<file path="config.mk">
export PLATFORM = sky130hd
export DESIGN_NAME = spl_loader
export DESIGN_NICKNAME = d
export VERILOG_FILES = /design/src/common/spl_pkg.sv /design/src/hw/spl_loader.sv /design/src/hw/spl_copier.sv
export SDC_FILE = /design/constraint.sdc
export NUM_CORES = 1
export LEC_CHECK = 0
export ABC_AREA = 1
export BUFFER_PORTS_ARGS = -buffer_cell sky130_fd_sc_hd__buf_2
export CAP_MARGIN = 15
export CORE_MARGIN = 2
export CORE_UTILIZATION = 25
export DETAILED_ROUTE_END_ITERATION = 7
export MAX_ROUTING_LAYER = met4
export SYNTH_ARGS = -nofsm -noshare
export SYNTH_HDL_FRONTEND = slang
export SYNTH_SLANG_ARGS = --single-unit
</file>
<file path="constraint.sdc">
create_clock -name clock_in -period 3.8 [get_ports clock_in]
set_input_delay 0.38 -clock clock_in [delete_from_list [all_inputs] [get_ports clock_in]]
set_output_delay 0.38 -clock clock_in [all_outputs]
set_load 0.1 [all_outputs]
</file>
<file path="src/common/spl_pkg.sv">
// Contract
// - each run cycle samples inputs, evaluates program, then updates outputs
// - with no program anywhere at power-on, stay in stop
// - valid internal program at power-on enters run without operator action
// - inserted cartridge is copied into internal memory, overwriting it
// - after the cartridge copy, switch from stop to run automatically
// - no button start or stop; only power-up or host link change state (the code also stops when a protected cartridge is removed)
// - with cable attached, host may download a program and start it
// - red lamp lit from power-on in every state except run
// - green lamp lit whenever in run
// - host may read live function values while in run
// - protected cartridge blocks live reads until correct password given
// - removing a protected cartridge erases the copied program
package spl_pkg;
	localparam int PROG_WORDS = 8;
	localparam int ADDR_W = 3;
	localparam int WORD_W = 8;
	localparam int IN_W = 8;
	localparam int OUT_W = 4;
	localparam int PW_W = 16;
	localparam int SYNC_W = 36;
	localparam int OP_MSB = 7;
	localparam int OP_LSB = 6;
	localparam int SRCA_MSB = 5;
	localparam int SRCA_LSB = 3;
	localparam int SRCB_MSB = 2;
	localparam int SRCB_LSB = 0;
	localparam logic [ADDR_W-1:0] ADDR_ZERO = 3'h0;
	localparam logic [ADDR_W-1:0] ADDR_ONE = 3'h1;
	localparam logic [ADDR_W-1:0] ADDR_LAST = 3'h7;
	localparam logic [WORD_W-1:0] WORD_RST = 8'h00;
	localparam logic [IN_W-1:0] IMG_RST = 8'h00;
	localparam logic [OUT_W-1:0] OUT_RST = 4'h0;
	localparam logic [SYNC_W-1:0] SYNC_RST = 36'h0;
	localparam logic [1:0] BOOT_SETTLE = 2'h3;
	localparam logic [1:0] BOOT_ZERO = 2'h0;
	localparam logic [1:0] BOOT_ONE = 2'h1;

	typedef enum logic [1:0] {
		OP_AND = 2'h0,
		OP_OR = 2'h1,
		OP_XOR = 2'h2,
		OP_NOTA = 2'h3
	} spl_op_t;

	typedef enum logic [6:0] {
		ST_BOOT = 7'h01,
		ST_CHECK = 7'h02,
		ST_COPY = 7'h04,
		ST_STOP = 7'h08,
		ST_SAMPLE = 7'h10,
		ST_EVAL = 7'h20,
		ST_UPDATE = 7'h40
	} spl_state_t;

	typedef enum logic [2:0] {
		CP_IDLE = 3'h1,
		CP_REQ = 3'h2,
		CP_REL = 3'h4
	} spl_cp_state_t;
endpackage

</file>
<file path="src/hw/spl_loader.sv">
`timescale 1ns/1ps
`default_nettype none
module spl_loader
	import spl_pkg::*;
(
	// clock and reset
	input wire logic clock_in,
	input wire logic resetn_in,
	// process pins and internal store status
	input wire logic [IN_W-1:0] pin_in,
	input wire logic int_prog_valid_in,
	output logic [OUT_W-1:0] pin_out,
	// cartridge
	input wire logic cart_present_in,
	input wire logic cart_protect_in,
	input wire logic [PW_W-1:0] cart_password_in,
	input wire logic cart_ack_in,
	input wire logic [WORD_W-1:0] cart_data_in,
	output logic cart_req_out,
	output logic [ADDR_W-1:0] cart_addr_out,
	// host link, from the cable front end on this clock
	input wire logic cable_in,
	input wire logic host_wr_in,
	input wire logic [ADDR_W-1:0] host_addr_in,
	input wire logic [WORD_W-1:0] host_data_in,
	input wire logic host_start_in,
	input wire logic host_stop_in,
	input wire logic host_pw_valid_in,
	input wire logic [PW_W-1:0] host_pw_in,
	input wire logic host_rd_in,
	output logic [PROG_WORDS-1:0] live_data_out,
	output logic live_ok_out,
	output logic live_refused_out,
	// lamps
	output logic red_lamp_out,
	output logic green_lamp_out
);
	function automatic logic is_run(input spl_state_t s);
		return (s == ST_SAMPLE) || (s == ST_EVAL) || (s == ST_UPDATE);
	endfunction

	function automatic logic eval_word(input logic [WORD_W-1:0] w,
		input logic [IN_W-1:0] img);
		logic a;
		logic b;
		a = img[w[SRCA_MSB:SRCA_LSB]];
		b = img[w[SRCB_MSB:SRCB_LSB]];
		unique case (spl_op_t'(w[OP_MSB:OP_LSB]))
			OP_AND: return a & b;
			OP_OR: return a | b;
			OP_XOR: return a ^ b;
			OP_NOTA: return ~a;
		endcase
	endfunction

	// pin synchronisers; stage one is read only by stage two
	logic [SYNC_W-1:0] sync1_r, sync2_r;
	logic cart_s, prot_s, ack_s, cable_s;
	logic [PW_W-1:0] pw_s;
	logic [WORD_W-1:0] cdata_s;
	logic [IN_W-1:0] in_s;

	always_ff @(posedge clock_in or negedge resetn_in) begin
		if (!resetn_in) begin
			sync1_r <= SYNC_RST;
			sync2_r <= SYNC_RST;
		end else begin
			sync1_r <= {cart_present_in, cart_protect_in, cart_password_in,
				cart_ack_in, cart_data_in, cable_in, pin_in};
			sync2_r <= sync1_r;
		end
	end
	assign {cart_s, prot_s, pw_s, ack_s, cdata_s, cable_s, in_s} = sync2_r;

	logic copy_start_r, copy_start_nxt, copy_done, cp_wr;
	logic [ADDR_W-1:0] cp_addr;
	logic [WORD_W-1:0] cp_data;

	spl_copier u_copier (
		.clock_in(clock_in),
		.resetn_in(resetn_in),
		.start_in(copy_start_r),
		.done_out(copy_done),
		.ack_in(ack_s),
		.data_in(cdata_s),
		.req_out(cart_req_out),
		.addr_out(cart_addr_out),
		.wr_en_out(cp_wr),
		.wr_addr_out(cp_addr),
		.wr_data_out(cp_data)
	);

	spl_state_t state_r, state_nxt;
	logic [WORD_W-1:0] mem_r [PROG_WORDS];
	logic [WORD_W-1:0] mem_nxt [PROG_WORDS];
	logic [1:0] boot_r, boot_nxt;
	logic valid_r, valid_nxt, prot_r, prot_nxt, unlock_r, unlock_nxt;
	logic cart_prev_r, cart_prev_nxt;
	logic [ADDR_W-1:0] pc_r, pc_nxt;
	logic [IN_W-1:0] img_r, img_nxt;
	logic [PROG_WORDS-1:0] func_r, func_nxt, live_r, live_nxt;
	logic [OUT_W-1:0] out_r, out_nxt;
	logic ok_r, ok_nxt, ref_r, ref_nxt, red_r, red_nxt, green_r, green_nxt;
	logic erase_w, link_ok, may_read;

	// a protected program must not outlive its cartridge
	assign erase_w = prot_r && cart_prev_r && !cart_s;
	assign link_ok = cable_s;
	assign may_read = is_run(state_r) && (!prot_r || unlock_r);

	always_comb begin
		state_nxt = state_r;
		mem_nxt = mem_r;
		boot_nxt = boot_r;
		valid_nxt = valid_r;
		prot_nxt = prot_r;
		unlock_nxt = unlock_r;
		cart_prev_nxt = cart_s;
		pc_nxt = pc_r;
		img_nxt = img_r;
		func_nxt = func_r;
		out_nxt = out_r;
		live_nxt = live_r;
		ok_nxt = 1'b0;
		ref_nxt = 1'b0;
		copy_start_nxt = 1'b0;
		// no button path exists; only boot sequencing, the host and removal of a protected cartridge move state
		unique case (state_r)
			ST_BOOT: begin
				// let the synchronisers fill before looking at the cartridge
				if (boot_r == BOOT_SETTLE) begin
					valid_nxt = int_prog_valid_in;
					state_nxt = ST_CHECK;
				end else begin
					boot_nxt = boot_r + BOOT_ONE;
				end
			end
			ST_CHECK: begin
				if (cart_s) begin
					valid_nxt = 1'b0;
					prot_nxt = 1'b0;
					copy_start_nxt = 1'b1;
					state_nxt = ST_COPY;
				end else if (valid_r) begin
					state_nxt = ST_SAMPLE;
				end else begin
					state_nxt = ST_STOP;
				end
			end
			ST_COPY: begin
				if (copy_done) begin
					valid_nxt = 1'b1;
					prot_nxt = prot_s;
					unlock_nxt = 1'b0;
					state_nxt = ST_SAMPLE;
				end
			end
			ST_STOP: begin
				if (host_start_in && link_ok && valid_r) begin
					state_nxt = ST_SAMPLE;
				end
			end
			ST_SAMPLE: begin
				img_nxt = in_s;
				pc_nxt = ADDR_ZERO;
				state_nxt = ST_EVAL;
			end
			ST_EVAL: begin
				func_nxt[pc_r] = eval_word(mem_r[pc_r], img_r);
				pc_nxt = pc_r + ADDR_ONE;
				if (pc_r == ADDR_LAST) begin
					state_nxt = ST_UPDATE;
				end
			end
			ST_UPDATE: begin
				out_nxt = func_r[OUT_W-1:0];
				state_nxt = ST_SAMPLE;
			end
			default: begin
				state_nxt = ST_STOP;
			end
		endcase
		if (cp_wr) begin
			mem_nxt[cp_addr] = cp_data;
		end
		if (link_ok && host_stop_in && is_run(state_r)) begin
			state_nxt = ST_STOP;
		end
		// a download always lands in stop; start is a separate command
		if (link_ok && host_wr_in && (state_r == ST_STOP ||
			is_run(state_r))) begin
			mem_nxt[host_addr_in] = host_data_in;
			valid_nxt = 1'b1;
			prot_nxt = 1'b0;
			state_nxt = ST_STOP;
		end
		if (link_ok && host_pw_valid_in) begin
			unlock_nxt = (host_pw_in == pw_s);
		end
		if (erase_w) begin
			for (int i = 0; i < PROG_WORDS; i++) begin
				mem_nxt[i] = WORD_RST;
			end
			valid_nxt = 1'b0;
			prot_nxt = 1'b0;
			unlock_nxt = 1'b0;
			state_nxt = ST_STOP;
		end
		if (link_ok && host_rd_in) begin
			if (may_read) begin
				live_nxt = func_r;
				ok_nxt = 1'b1;
			end else begin
				ref_nxt = 1'b1;
			end
		end
		// outputs go safe whenever the program is not running
		if (!is_run(state_nxt)) begin
			out_nxt = OUT_RST;
		end
		red_nxt = !is_run(state_nxt);
		green_nxt = is_run(state_nxt);
	end

	always_ff @(posedge clock_in or negedge resetn_in) begin
		if (!resetn_in) begin
			state_r <= ST_BOOT;
			for (int i = 0; i < PROG_WORDS; i++) begin
				mem_r[i] <= WORD_RST;
			end
			boot_r <= BOOT_ZERO;
			valid_r <= 1'b0;
			prot_r <= 1'b0;
			unlock_r <= 1'b0;
			cart_prev_r <= 1'b0;
			pc_r <= ADDR_ZERO;
			img_r <= IMG_RST;
			func_r <= IMG_RST;
			out_r <= OUT_RST;
			live_r <= IMG_RST;
			ok_r <= 1'b0;
			ref_r <= 1'b0;
			copy_start_r <= 1'b0;
			red_r <= 1'b1;
			green_r <= 1'b0;
		end else begin
			state_r <= state_nxt;
			mem_r <= mem_nxt;
			boot_r <= boot_nxt;
			valid_r <= valid_nxt;
			prot_r <= prot_nxt;
			unlock_r <= unlock_nxt;
			cart_prev_r <= cart_prev_nxt;
			pc_r <= pc_nxt;
			img_r <= img_nxt;
			func_r <= func_nxt;
			out_r <= out_nxt;
			live_r <= live_nxt;
			ok_r <= ok_nxt;
			ref_r <= ref_nxt;
			copy_start_r <= copy_start_nxt;
			red_r <= red_nxt;
			green_r <= green_nxt;
		end
	end

	assign pin_out = out_r;
	assign live_data_out = live_r;
	assign live_ok_out = ok_r;
	assign live_refused_out = ref_r;
	assign red_lamp_out = red_r;
	assign green_lamp_out = green_r;
endmodule // spl_loader
`default_nettype wire

</file>
<file path="src/hw/spl_copier.sv">
`timescale 1ns/1ps
`default_nettype none
module spl_copier
	import spl_pkg::*;
(
	// clock and reset
	input wire logic clock_in,
	input wire logic resetn_in,
	// control
	input wire logic start_in,
	output logic done_out,
	// cartridge handshake, already synchronised
	input wire logic ack_in,
	input wire logic [WORD_W-1:0] data_in,
	output logic req_out,
	output logic [ADDR_W-1:0] addr_out,
	// internal memory write
	output logic wr_en_out,
	output logic [ADDR_W-1:0] wr_addr_out,
	output logic [WORD_W-1:0] wr_data_out
);
	spl_cp_state_t st_r, st_nxt;
	logic req_r, req_nxt, done_r, done_nxt, wr_r, wr_nxt;
	logic [ADDR_W-1:0] addr_r, addr_nxt;
	logic [WORD_W-1:0] wd_r, wd_nxt;

	// full four-phase handshake: slow cartridge timing does not matter
	always_comb begin
		st_nxt = st_r;
		req_nxt = req_r;
		done_nxt = 1'b0;
		wr_nxt = 1'b0;
		addr_nxt = addr_r;
		wd_nxt = wd_r;
		unique case (st_r)
			CP_IDLE: begin
				if (start_in) begin
					addr_nxt = ADDR_ZERO;
					req_nxt = 1'b1;
					st_nxt = CP_REQ;
				end
			end
			CP_REQ: begin
				if (ack_in) begin
					wr_nxt = 1'b1;
					wd_nxt = data_in;
					req_nxt = 1'b0;
					st_nxt = CP_REL;
				end
			end
			CP_REL: begin
				if (!ack_in) begin
					if (addr_r == ADDR_LAST) begin
						done_nxt = 1'b1;
						st_nxt = CP_IDLE;
					end else begin
						addr_nxt = addr_r + ADDR_ONE;
						req_nxt = 1'b1;
						st_nxt = CP_REQ;
					end
				end
			end
			default: begin
				req_nxt = 1'b0;
				st_nxt = CP_IDLE;
			end
		endcase
	end

	always_ff @(posedge clock_in or negedge resetn_in) begin
		if (!resetn_in) begin
			st_r <= CP_IDLE;
			req_r <= 1'b0;
			done_r <= 1'b0;
			wr_r <= 1'b0;
			addr_r <= ADDR_ZERO;
			wd_r <= WORD_RST;
		end else begin
			st_r <= st_nxt;
			req_r <= req_nxt;
			done_r <= done_nxt;
			wr_r <= wr_nxt;
			addr_r <= addr_nxt;
			wd_r <= wd_nxt;
		end
	end

	assign done_out = done_r;
	assign req_out = req_r;
	assign addr_out = addr_r;
	assign wr_en_out = wr_r;
	assign wr_addr_out = addr_r;
	assign wr_data_out = wd_r;
endmodule // spl_copier
`default_nettype wire

</file>
==> results of run 1 <==
cell usage in the layout, fill, tap and decap left out, types with 3 or more instances in the layout:
cell type,instances
a211oi_2,64
a21oi_1,21
buf_2,89
buf_4,4
clkbuf_16,23
clkbuf_8,9
clkinv_2,4
dfrtp_1,199
dfstp_2,3
dlygate4sd3_1,37
ha_1,7
inv_1,144
mux2_2,5
nand2_1,197
nand2_4,8
nand3_1,42
nand4_1,12
nor2_1,130
nor2_4,5
nor3_1,12
nor4_1,3
o211ai_1,4
o21ai_0,103
or2_2,6
xor2_1,14
power by group:
part           internal [mW]  leakage [nW]  switching, mW
clock network           1.41         0.398          0.914
registers               2.53          2.40          0.254
logic                  0.747          3.11           1.07
cell type report:
class	count	area (sq um)
flip-flops and latches	202	5060
repair buffers	132	880
diodes	1	2.50
clock inverters	11	121
clock buffers	31	686
well taps	511	639
inverters	147	557
multi-input cells	654	3720
fillers	3989	26000
sequential cells by signal, summed over array words and instances (netlist names), 2 cells and up:
| register | cells |
|---|---|
| img_r | 8 |
| live_data_out | 8 |
| u_copier.addr_out | 3 |
| func_r | 8 |
| state_r | 7 |
| sync2_r | 36 |
| sync1_r | 36 |
| u_copier.wr_data_out | 8 |
| u_copier.st_r | 3 |
| boot_r | 2 |
| pin_out | 4 |
| pc_r | 3 |
| mem_r | 64 |
worst max path at each step:
stage | slack [ns] | from | to
2_1_floorplan | 1.45 | u_copier.addr_out[1] | mem_r[5]
3_3_place_gp | 0.97 | pc_r[0] | func_r[7]
3_5_place_dp | 0.88 | pc_r[0] | func_r[5]
4_1_cts | 0.85 | pc_r[0] | func_r[6]
5_1_grt | 0.50 | pc_r[0] | func_r[2]
6_report | 0.84 | pc_r[0] | func_r[6]
metrics by stage:
stage | cell area (sq um) | worst slack (ns) | utilization, %
floorplan | 9550 | 1.45 | -
global placement | 10500 | 0.970 | 27.8
detailed placement | 10500 | 0.883 | 27.8
CTS | 11700 | 0.849 | 31.0
global route | 11700 | 0.501 | 31.0
finish | 11700 | 0.843 | 31.0
layer usage:
metal / vias up / track usage (%)
met5: - / -
met4: 0 / 2.80
met3: 30 / 2.75
met2: 191 / 18.6
met1: 3396 / 18.2
li1: 3589 / -
worst register-to-register path: stages, from the launching register on:
cell and delay [ns]:
dfrtp_1 0.32, buf_4 0.32, inv_2 0.33, o21ai_0 0.27, nand4_1 0.27, a21oi_1 0.21, o21ai_0 0.09, nand2_1 0.07
inv_1 0.04, o21ai_2 0.12, inv_1 0.06, ha_1 0.29, nand3b_1 0.10, nand3_2 0.17, nand3_1 0.12, nand2_1 0.06
kinds of logic after synthesis:
group | after synthesis | synth area share (%)
and+or+nand+nor | 430 | 20.3
buffers and inverters | 188 | 8.20
AOI/OAI and AO/OA | 196 | 15.5
muxes | 6 | 0.694
adders and majority gates | 7 | 0.917
xor gates and xnor gates | 15 | 1.38
DFF | 202 | 53.0
==> impl_metrics.ini, run 1 <==
[worst_setup_path]
crit_path_max_incr_delay_ns = 0.32
slowest_stage = dfrtp_1
critPathMaxFanout = 38
r2r_end = func_r[6]
worst-path-buf-inv = 4
end_kind = register
path_cells = buf_4, inv_2, o21ai_0, nand4_1, a21oi_1, o21ai_0, nand2_1, inv_1, o21ai_2, inv_1, ha_1, nand3b_1, nand3_2, nand3_1, nand2_1
crit_arrival_ns = 3.36
path_depth = 15
ff2ff_setup_slack_ns = 0.84
crit_type = register to register
r2r-start = pc_r[0]
cp_top_family = simple AND/OR/NAND/NOR gates
cp_data_required_time_ns = 4.20
ff2ff_path_depth = 15
cp-start-kind = register

[synth]
syn_nets = 1122
synth_common_cells = dfrtp_1 (199), nand2_1 (197), inv_1 (144), nor2_1 (131), o21ai_0 (103)
synth.top_cell.area_share_pct = 52.1
synth_cells = 1044
yosysSeqAreaShare_pct = 53.0
synth_area_leaders = dfrtp_1 (52%), a211oi_2 (8.4%), nand2_1 (7.7%), inv_1 (5.7%), o21ai_0 (5.4%)
synth_top_flop_cell = dfrtp_1
synth_top_area_cell = dfrtp_1
synth.distinct_cells = 44
synth_warnings = 0
synth_enable_flop_cells = 0
yosysMostFrequentCell = dfrtp_1
async_flop_share_pct = 100
ys_ff_latch = 202
syn_avg_cell_area_sq_um = 9.15
syn_area_sq_mm = 0.00955

[route]
post_drt_wl_per_cell_um = 14.4
viasPerCell = 4.27
ant_nets = 0
drt-met1-wl_um = 11800
dr_total_vias = 7206
drt-initial-drc-count = 447
drc_errors = 0
dr_wl_met2_um = 10500
finalWirelength_um = 24400
wl_met3_um = 1730
top_layer_used = met4
drt-pass1-iter-count = 5

[layout]
syn2layout_area_growth_pct = 22.1
nNetsFinal = 1238
drive_above_1_share_pct = 20.6
instances_no_fill = 1689

[placed_design]
place_congestion = 0.881
dp_hpwl_um = 16700
portBuffers = 90
dp_cells = 1609

[clocking]
cts_buffers = 23
clock-sinks = 202
clkLatencyLatePin_ns = 0.52
clk_pin_slew_ns = 0.06
root_buffer = clkbuf_16
post-cts-setup-buffers = 0
ctsHtreeMaxLevel = 1
cts_tree = built
cts_resized = 0
clk_path_buf_depth = 3
holdBufCountCts = 37

[die]
ios = 91
start_util_pct = 25.4
die_h_um = 199
dieArea_sq_mm = 0.0398
core_sq_mm = 0.0377
die_x_um = 199
num_rows = 71

[flow_run]
cap_violations = 0

[sta]
setup_viol = 0
rsz0062_at_grt = no
hold_viol = 0
period_needed_ns = 2.96
fin_hold_ws_ns = 0.103
max_slew_margin_pct = 33.9
tns_ns = 0
finClkSkew_ns = 0.00729
tightest_slew_ns = 0.988
period_share_pct = 77.8
slew_viol_final = 0
fmax_mhz = 338

[hold_path]
holdCritPathClass = input port to register
hold_depth = 3
hp-start = host_rd_in
min_delay_worst_endpoint = live_refused_out

[grt]
antenna_found_initial = 0
grt_pass1_vias = 6918
overflow = 0
grt_max_degree = 103
grt_pass1_wl_um = 38500
grt_use_total_pct = 12.8

[power_and_ir_drop]
p_per_area_mw_per_mm2 = 593
total_power_mw = 6.91
p_leak_nw = 5.90
ir_drop_mv = 0.317

[outcome]
status = finished clean
(Power assumes the default switching activity.)
==> run 2, diff against run 1 <==
- clock period: 3.8 -> 2.87 ns (I/O delays scaled with it)
==> run 2 against run 1 <==
Compared with the run above: die area did not move; fmax rose by 14%; clock-buffer cell count did not move; clock power rose by 26%; first-iteration DRC count fell by 8.1%; global-route usage rose by 0.12 points; critical path depth rose by 1; total power rose by 31%; non-clock buffer count rose by 12; sequential cell count did not move; combinational power rose by 35%; worst setup slack got worse by 0.56 ns; largest cell class unchanged; highest routed layer unchanged.
==> impl_metrics.ini, run 2 (same netlist as run 1, synthesis figures left out) <==
[worst_setup_path]
critPathMaxFanout = 17
end_kind = register
cp-start-kind = register
cp_data_required_time_ns = 3.27
crit_arrival_ns = 2.99
crit_type = register to register

[placed_design]
place_congestion = 0.843
portBuffers = 90
dp_hpwl_um = 17300

[die]
num_rows = 71
die_x_um = 199
ios = 91
start_util_pct = 25.4
die_h_um = 199
dieArea_sq_mm = 0.0398
core_sq_mm = 0.0377

[route]
finalWirelength_um = 24300
ant_nets = 0
drt-pass1-iter-count = 5
dr_total_vias = 7297
drc_errors = 0
viasPerCell = 4.29
drt-initial-drc-count = 411
post_drt_wl_per_cell_um = 14.3

[layout]
final_cell_mix = dfrtp_1 (199), nand2_1 (197), inv_1 (144)
nNetsFinal = 1250
final_core_util_pct = 31.1
top_regs = mem_r: 64 flops, sync1_r: 36 flops, sync2_r: 36 flops
largest_reg_flops = 64
syn2layout_area_growth_pct = 22.6
drive_above_1_share_pct = 21.1
final_common_cell = dfrtp_1
regMostFlops = mem_r
multiInputGateArea_sq_mm = 0.00372
fillers = 3977
seq_area_sq_mm = 0.00506

[grt]
grt_use_total_pct = 12.9
overflow = 0
grt_max_degree = 85
grt_pass1_vias = 7116
antenna_found_initial = 1
grt_pass1_wl_um = 39100

[sta]
hold_viol = 0
fin_hold_ws_ns = 0.0988
slew_viol_final = 0
finClkSkew_ns = 0.00988
rsz0062_at_grt = no
period_needed_ns = 2.59
fmax_mhz = 387
setup_viol = 0
tns_ns = 0
max_slew_margin_pct = 30.7
period_share_pct = 90.1
tightest_slew_ns = 1.04

[clocking]
clk_pin_slew_ns = 0.06
cts_buffers = 23
clock-sinks = 202
root_buffer = clkbuf_16
clk_path_buf_depth = 3
post-cts-setup-buffers = 0
ctsHtreeMaxLevel = 1
clkLatencyLatePin_ns = 0.51
cts_tree = built

[power_and_ir_drop]
p_leak_nw = 5.93
ir_drop_mv = 0.482
p_per_area_mw_per_mm2 = 773

[flow_run]
cap_violations = 0

[outcome]
status = finished clean

[hold_path]
holdCritPathClass = input port to register
==> run 2: cell types whose count changed in the layout (fill, tap and decap cells not counted), sizes merged <==
cell and delta:
inv -1, dlygate4sd3 +1, buf +11
==> run 2: metrics by stage <==
stage / total power, mW / setup slack [ns] / instance area, sq um / std cells
after floorplan: 5.48 / 0.517 / 9550 / 1044
after global placement: 6.08 / 0.393 / 10600 / 1620
after detailed placement: 6.13 / 0.296 / 10600 / 1620
after CTS: 9.15 / 0.276 / 11700 / 1699
after global routing: 9.60 / 0.00773 / 11700 / 1700
final: 9.05 / 0.283 / 11700 / 1700
==> run 2: path summary, 6_finish.rpt <==
check | slack, ns | to | cells after the start | from
min | 0.1 | unlock_r | 4 | host_pw_valid_in
min in group asynchronous | 0.25 | mem_r[32] | 2 | resetn_in
max reg2reg | 0.28 | func_r[7] | 16 | pc_r[0]
max | 0.28 | func_r[7] | 16 | pc_r[0]
max in group asynchronous | 1.76 | img_r[6] | 3 | resetn_in
min reg2reg | 0.35 | sync2_r[0] | 0 | sync1_r[0]
==> run 2: cell type report <==
cell class / count / share of cell area, %
clock inverters: 10 / 0.897
well taps: 511 / 5.46
multi-input cells: 654 / 31.8
repair buffers: 144 / 8.41
inverters: 147 / 4.75
flip-flops and latches: 202 / 43.2
clock buffers: 31 / 5.51
diodes: 1 / 0.0214
==> run 2: layer usage <==
| layer | GRT usage (%) | share of wire, % | up-vias |
|---|---|---|---|
| met5 | - | 0 | - |
| met4 | 2.91 | 1.9 | 0 |
| met3 | 2.36 | 5.5 | 33 |
| met2 | 19.4 | 44 | 174 |
| met1 | 18.0 | 49 | 3463 |
| li1 | - | - | 3627 |
==> run 2: critical path, stage by stage (launching register included) <==
cell and delay (ns):
dfrtp_1 0.40, buf_4 0.21, nor2_1 0.14, nor2_1 0.05
o21ai_0 0.06, nand4_1 0.29, a21oi_1 0.22, o21ai_0 0.09
nand2_1 0.08, nand2_1 0.06, o21ai_2 0.07, inv_1 0.06
ha_1 0.29, nand3b_1 0.10, nand3_2 0.18, nand3_1 0.11
nand2_1 0.06
==> run 2: report_power, final <==
part	total [mW]	leakage [nW]	internal [mW]	switching, mW
logic	2.44	3.16	1.01	1.43
clock network	2.92	0.369	1.75	1.16
registers	3.69	2.40	3.35	0.343
total	9.05	5.93	6.11	2.94
==> run 2: timing repair <==
action / in CTS / in global routing
endpoints found under the hold margin: 71 / 0
resized for setup: 0 / 2
hold buffers: 38 / 0
endpoints found under the setup margin: 0 / 7
